--- src/hw/tao_pkg.sv ---
// Functional notes
// - Alarm asserts whenever a fault occurred and the drive is in trip.
// - Alarm holds until fault clear, then stays off until a new alarm.
// - Output option code 05 routes the alarm to open-collector or relay.
// - After configuration reset the alarm goes to the relay output.
// - Polarity defaults to normally closed: coil energized without alarm.
// - Normally closed: coil energizes after power-up plus a delay under 2 s.
// - Normally closed: trip de-energizes the coil; power loss also drops it.
// - Normally open: coil energized only while a trip alarm is active.
package tao_pkg;

  // ----------------------------------------------------------------------
  // Option codes and defaults
  // ----------------------------------------------------------------------
  localparam logic [7:0] OPT_ALARM       = 8'h05;
  localparam logic       POL_NC          = 1'b1;
  localparam logic       POL_NO          = 1'b0;
  localparam logic [7:0] RESET_OC_OPT    = 8'h00;
  localparam logic [7:0] RESET_RELAY_OPT = OPT_ALARM;
  localparam logic       RESET_POLARITY  = POL_NC;

  // ----------------------------------------------------------------------
  // Timing
  // ----------------------------------------------------------------------
  localparam int CLK_HZ         = 50_000_000;
  localparam int POWERUP_MS     = 300;
  localparam int POWERUP_CYCLES = (CLK_HZ / 1000) * POWERUP_MS;
  localparam int CNT_W          = 24;

endpackage

--- src/hw/tao_delay.sv ---
`timescale 1ns/100ps
module tao_delay #(
  parameter int DELAY_CYCLES = tao_pkg::POWERUP_CYCLES
) (
  input  wire logic core_clk,
  input  wire logic rst,
  output logic      done
);

  typedef struct packed {
    logic [tao_pkg::CNT_W-1:0] cnt;
    logic                      done;
  } tao_dly_s;

  tao_dly_s st_ff;
  tao_dly_s nxt_st;

  localparam int                        LAST_I = DELAY_CYCLES - 1;
  localparam logic [tao_pkg::CNT_W-1:0] LAST   = LAST_I[tao_pkg::CNT_W-1:0];

  always_comb begin
    nxt_st = st_ff;
    if (!st_ff.done) begin
      if (st_ff.cnt == LAST) begin
        nxt_st.done = 1'b1;
      end else begin
        nxt_st.cnt = st_ff.cnt + 1'b1;
      end
    end
  end

  always_ff @(posedge core_clk) begin
    if (rst) begin
      st_ff <= '0;
    end else begin
      st_ff <= nxt_st;
    end
  end

  assign done = st_ff.done;
endmodule // tao_delay

--- src/hw/tao_top.sv ---
`timescale 1ns/100ps
module tao_top #(
  parameter int POWERUP_CYCLES = tao_pkg::POWERUP_CYCLES
) (
  input  wire logic       core_clk,
  input  wire logic       rst,
  input  wire logic       fault_trip,
  input  wire logic       fault_clear,
  input  wire logic       cfg_load,
  input  wire logic [7:0] cfg_oc_option,
  input  wire logic [7:0] cfg_relay_option,
  input  wire logic       cfg_relay_polarity,
  output logic            trip_alarm_function,
  output logic            oc_output_drive,
  output logic            relay_coil_drive
);

  // ----------------------------------------------------------------------
  // State
  // ----------------------------------------------------------------------
  typedef struct packed {
    logic       alarm;
    logic [7:0] oc_opt;
    logic [7:0] relay_opt;
    logic       pol;
    logic       oc_q;
    logic       coil_q;
  } tao_state_s;

  tao_state_s st_ff;
  tao_state_s nxt_st;
  logic       pwr_ok;

  // ----------------------------------------------------------------------
  // Power-up delay
  // ----------------------------------------------------------------------
  // Held low from reset until a normally closed relay may first be energized
  tao_delay #(
    .DELAY_CYCLES (POWERUP_CYCLES)
  ) u_delay (
    .core_clk (core_clk),
    .rst      (rst),
    .done     (pwr_ok)
  );

  // ----------------------------------------------------------------------
  // Routing
  // ----------------------------------------------------------------------
  // An output carries the alarm only when its option selects the alarm
  function automatic logic routed(input logic [7:0] opt, input logic a);
    routed = (opt == tao_pkg::OPT_ALARM) && a;
  endfunction

  // ----------------------------------------------------------------------
  // Next state
  // ----------------------------------------------------------------------
  always_comb begin
    logic alarm_n;
    logic relay_fn;
    alarm_n  = st_ff.alarm;
    relay_fn = 1'b0;
    nxt_st   = st_ff;
    // Trip wins over a simultaneous clear
    if (fault_trip) begin
      alarm_n = 1'b1;
    end else if (fault_clear) begin
      alarm_n = 1'b0;
    end
    nxt_st.alarm = alarm_n;
    if (cfg_load) begin
      nxt_st.oc_opt    = cfg_oc_option;
      nxt_st.relay_opt = cfg_relay_option;
      nxt_st.pol       = cfg_relay_polarity;
    end
    // Drives use the new alarm, so they change in the same cycle as it
    nxt_st.oc_q = routed(st_ff.oc_opt, alarm_n);
    relay_fn    = routed(st_ff.relay_opt, alarm_n);
    if (st_ff.pol == tao_pkg::POL_NC) begin
      nxt_st.coil_q = pwr_ok && !relay_fn;
    end else begin
      nxt_st.coil_q = relay_fn;
    end
  end

  always_ff @(posedge core_clk) begin
    if (rst) begin
      st_ff.alarm     <= 1'b0;
      st_ff.oc_opt    <= tao_pkg::RESET_OC_OPT;
      st_ff.relay_opt <= tao_pkg::RESET_RELAY_OPT;
      st_ff.pol       <= tao_pkg::RESET_POLARITY;
      st_ff.oc_q      <= 1'b0;
      st_ff.coil_q    <= 1'b0;
    end else begin
      st_ff <= nxt_st;
    end
  end

  // ----------------------------------------------------------------------
  // Outputs
  // ----------------------------------------------------------------------
  assign trip_alarm_function = st_ff.alarm;
  assign oc_output_drive     = st_ff.oc_q;
  assign relay_coil_drive    = st_ff.coil_q;
endmodule // tao_top

--- config.mk ---
export PLATFORM = sky130hd
export DESIGN_NAME = tao_top
export DESIGN_NICKNAME = d
export VERILOG_FILES = /design/src/hw/tao_pkg.sv /design/src/hw/tao_delay.sv /design/src/hw/tao_top.sv
export SDC_FILE = /design/constraint.sdc
export NUM_CORES = 1
export LEC_CHECK = 0
export ABC_AREA = 1
export ABC_CLOCK_PERIOD_IN_PS = 1200
export BUFFER_PORTS_ARGS = -buffer_cell sky130_fd_sc_hd__buf_4
export CAP_MARGIN = 15
export CORE_MARGIN = 3
export CORE_UTILIZATION = 28
export DETAILED_ROUTE_END_ITERATION = 16
export HOLD_SLACK_MARGIN = 0.03
export PLACE_DENSITY = 0.47
export SLEW_MARGIN = 20
export SYNTH_ARGS = -nofsm -noshare
export SYNTH_HDL_FRONTEND = slang
export SYNTH_SLANG_ARGS = --single-unit
--- constraint.sdc ---
create_clock -name core_clk -period 1.2 [get_ports core_clk]
set_input_delay 0.18 -clock core_clk [delete_from_list [all_inputs] [get_ports core_clk]]
set_output_delay 0.18 -clock core_clk [all_outputs]
set_load 0.005 [all_outputs]
Yosys cells after proc, flatten, opt, wreduce, memory -nomap -nowiden
Index checks and enable logic that the tools add are counted.
{"block": "word_totals", "out_inout_bits": 3, "latch_bits": 0, "wordCells": 24, "reg_bits": 45, "ram_bits": 0, "inputBits": 22, "n_memories": 0, "mem_bits_ro": 0}
{"block": "op_classes", "muxes": 5, "n_mul": 0, "shift": 0, "add_sub_neg": 1, "n_lt_le_gt_ge": 0, "div_mod_pow": 0, "reduce_logical": 5, "n_eq_ne": 3, "bitwise": 2}
{"operator": "adder 24 x 1 -> 24 bit (second input constant)", "count": 1}
{"operator": "equality test 24 bit (second input constant)", "count": 1}
{"operator": "equality test 8 x 3 -> 1 bit (second input constant)", "count": 2}
{"operator": "two-way mux 1 bit", "count": 5}
{"operator": "logical AND 1 bit", "count": 3}
{"operator": "inverter 1 bit", "count": 2}
{"operator": "AND reduction 2 bit", "count": 1}
{"operator": "logical NOT 1 bit", "count": 1}

Logic depth before layout (Yosys ltp)
{"block": "logic_depth", "depth_word": 6, "ltp_mapped": 10, "mapped_depth_nobuf": 10}

Hierarchy
Synthesis repeated with hierarchy kept, for this count alone.
{"block": "hier_totals", "hier_cells": 344, "area_unflattened_um2": 2242.2}
{"module": "tao_delay", "instances": 1, "seq_area_each_um2": 500.5, "cells_per_inst": 238, "area_each_um2": 1436.4}
{"module": "tao_top", "instances": 1, "seq_area_each_um2": 400.4, "cells_per_inst": 106, "area_each_um2": 805.8}

Worst setup path after synthesis
OpenSTA, ideal clock, no wires.
{"block": "synth_timing", "kind": "flip-flop to flip-flop", "start": "register u_delay.st_ff[1] (netlist bit)", "end": "register u_delay.st_ff[23] (netlist bit)", "n_path_buf": 0, "t_required_ns": 1.087, "t_arrival_ns": 1.167, "slack_ns": -0.080, "setup_time_ns": 0.113, "stages_incl_launch_ff": 9, "synth_period_minus_slack_ns": 1.280, "cell_sequence": "dfxtp_1 ha_1 nand3_2 nor2_4 nand2_1 nor2_2 nand2_1 nand2_1 nor2_1"}
{"block": "synth_between", "elab_chain_cells": 3, "elab_cells_between_ends": 4, "classes_between": "1 x add/sub; 1 x eq/ne; 1 x bitwise; 1 x reduce/logical"}
{"element": "start: declaration", "line": "tao_delay.sv:15", "source": "tao_dly_s st_ff;"}
{"element": "start signal: assignment", "line": "tao_delay.sv:36", "source": "st_ff <= nxt_st;"}
{"element": "branches (longest 3 deep; another with adder 24 x 1 -> 24 bit)"}
Parallel ways; which one is timed is not known.
A chain may end at the register's enable or synchronous reset.

Final worst setup path
{"block": "layout_timing", "start": "register u_delay.st_ff[11] (netlist bit)", "end": "register u_delay.st_ff[4] (netlist bit)"}
{"block": "layout_between", "elab_chain_cells": 3}
{"element": "equality test 24 bit", "line": "tao_delay.sv:24", "source": "if (st_ff.cnt == LAST) begin"}
{"element": "inverter 1 bit (no line)"}
{"element": "AND reduction 2 bit (no line)"}
No other way between the ends.

==> results.py <==
metrics = {
    "setup_path": {
        "r2r_setup_slack_ps": -140,
        "slowest_delay_ps": 380,
        "setup.worst_path.class": "reg -> reg",
        "endpoint_kind": "flip-flop",
        "crit_path_top_delay_cell": "dfxtp_4",
        "worstPathCellList": "nor2_2 -> nand3_2 -> nor2_2 -> nand3_4 -> buf_6 -> nand3_1 -> a21oi_2",
        "start_kind": "flip-flop",
        "cpMostUsedCell": "nor2_2",
        "worst_ep_arrival_time_ps": 1550,
        "cp.required_ps": 1410,
        "crit_path_max_fanout": 6,
    },
    "worst_hold_path": {
        "hp-class": "in -> reg",
    },
    "final_layout": {
        "drive_gt1_share_pct": 44.5,
        "seq_area_sq_um": 941,
        "fillers": 761,
        "multi_input_area_sq_um": 1320,
        "nets": 422,
        "fin_util_pct": 44.8,
        "synthToLayoutAreaGrowth_pct": 51.9,
        "diodes": 0,
    },
    "sta": {
        "fmax_mhz": 746,
        "maxSlewHeadroom_pct": 84.4,
        "setup-tns-final_ps": -1490,
        "tightest_slew_ps": 232,
        "setup_ws_ps": -141,
        "slew_viol_final": 0,
        "rsz0062_at_grt": "true",
        "finClkSkew_ps": 8.61,
        "fin_crit_sh_pct": 112,
        "fin_hold_ws_ps": 67.7,
        "setup_viol": 22,
        "period_needed_ps": 1340,
        "hold_violations": 0,
    },
    "synthesis": {
        "synthesis.nets": 343,
        "synth_top_area_cell": "dfxtp_1",
        "ys_seq_area_share_pct": 41.3,
        "synth_cell_types": 28,
        "netlist_area_sq_um": 2180,
        "syn_area_per_cell_sq_um": 6.82,
        "yosysTopAreaCellShare_pct": 41.3,
        "synth_cells": 320,
        "synth_warnings": 0,
        "yosys_register_bits": 45,
        "synth_area_leaders": "dfxtp_1, nand2_1, nor2_1",
    },
    "outcome": {
        "status": "finished, violations left",
        "violations": "negative setup slack",
    },
    "detailed_routing": {
        "drtPass1Iterations": 4,
        "vias_per_cell": 4.47,
        "wl_per_cell_um": 11.7,
        "drt-initial-drc-count": 67,
        "ant_nets": 0,
        "vias": 2229,
        "drcViolationCount": 0,
        "wl_um": 5830,
    },
    "global_route": {
        "grt_pass1_wl_um": 9380,
        "grt_pass1_vias": 2090,
        "antenna_found_initial": 0,
        "track_usage_pct": 13.4,
        "grt-ovfl-total": 0,
        "grt_max_degree": 23,
    },
    "floorplan": {
        "pin_count": 25,
        "die_area_sq_um": 8890,
        "die_x_um": 94.3,
        "rows": 31,
        "start_util_pct": 29.5,
        "dieHeight_um": 94.3,
        "coreArea_sq_um": 7410,
    },
    "place": {
        "hpwl_um": 4120,
        "globalplace.congestion": 0.756,
        "io_buffer_count": 24,
    },
    "clock_network": {
        "clock_sinks": 45,
        "clk_latency_ps": 310,
        "root_buffer": "clkbuf_8",
        "cts_tree": "built",
        "cts_hold_buf": 0,
        "htree_num_levels": 2,
        "cts.clk_slew.worst_paths_ps": 100,
        "cts_made_buffers": 5,
        "cts_buffer_depth": 2,
    },
    "run": {
        "maxCapViolCount": 0,
    },
    "power_and_ir_drop": {
        "power_density_nw_per_um2": 927,
        "ir_drop_mv": 0.528,
        "total_power_uw": 3070,
        "p_leak_uw": 0.00138,
    },
}
-- final cells by class --
type,count,area share [%]
clock buffers,5,2.08
repair buffers,81,19.7
inverters,39,4.64
well taps,99,3.74
multi-input cells,227,39.9
clock inverters,3,1.51
flip-flops and latches,45,28.4
-- kinds of logic after synthesis --
family	count (synthesis)	share of synthesized area [%]
simple gates	178	37.6
buf+inv	48	8.54
flops	45	41.3
compound gates	44	10.4
xor+xnor	4	1.61
fa+ha+maj	1	0.573
-- final timing paths --
check                                          from  depth (start not counted)           endpoint
worst min-delay path            cfg_relay_option[0]                          3           st_ff[3]
worst max-delay path              u_delay.st_ff[11]                          7   u_delay.st_ff[4]
worst min register to register    u_delay.st_ff[13]                          1  u_delay.st_ff[13]
worst max register to register    u_delay.st_ff[11]                          7   u_delay.st_ff[4]
-- layout by cell type, fill, tap and decap left out, drive strengths merged, types with 2 or more instances in the layout --
master and count:
buf 81, nand2 72, nor2 63, dfxtp 45
inv 39, nand3 26, a21oi 23, o21ai 18
nand4 7, clkbuf 5, nor3 5, clkinv 2
o21bai 2, xor2 2, xnor2 2, nor4 2
and3 2
-- layer usage --
metal | wire length [um] | global-route usage [%] | up-vias
met5 | 0 | 0 | -
met3 | 151 | 2.72 | 5
met1 | 2620 | 16.7 | 1017
met2 | 3000 | 23.2 | 24
li1 | - | - | 1183
met4 | 54 | 3.61 | 0
-- through the flow --
stage	cells	area, sq um	setup slack (ps)
final	499	3320	-141
after global routing	499	3320	-182
after CTS	495	3080	-84.2
after detailed placement	480	2830	-148
after global placement	480	2830	-147
after floorplan	320	2210	0.468
-- repair_timing --
| item | in CTS | in global routing |
|---|---|---|
| gates resized for setup | 27 | 63 |
| pin swaps | 9 | 29 |
| endpoints found under the setup margin | 21 | 26 |
| setup buffers | 7 | 5 |
-- synthesized netlist by cell type, drive strengths merged --
cell	instances
nand2	72
nor2	63
dfxtp	45
inv	39
nand3	26
a21oi	23
o21ai	18
nand4	7
clkbuf	6
nor3	5
buf	3
and3	2
nor4	2
o21bai	2
xnor2	2
xor2	2
a31oi	1
ha	1
nand3b	1
-- flip-flops by register name, summed over array words and instances (netlist names) --
| signal | cells |
|---|---|
| relay_coil_drive | 1 |
| u_delay.done | 1 |
| oc_output_drive | 1 |
| trip_alarm_function | 1 |
| u_delay.st_ff | 24 |
| st_ff | 17 |
-- power breakdown --
part	leakage (uW)	total (uW)	internal [uW]	switching [uW]
registers	0.000380	1560	1540	27.1
logic	0.000943	250	129	121
clock network	0.0000603	1260	640	620
total	0.00138	3070	2300	768
-- worst max-delay path, delay by kind of cell (launching register included) --
family          cells  cell delay [ps]
flops               1              380
compound gates      1               50
simple gates        5              650
buf+inv             1              180
Power figures use the tool's default switching activity.
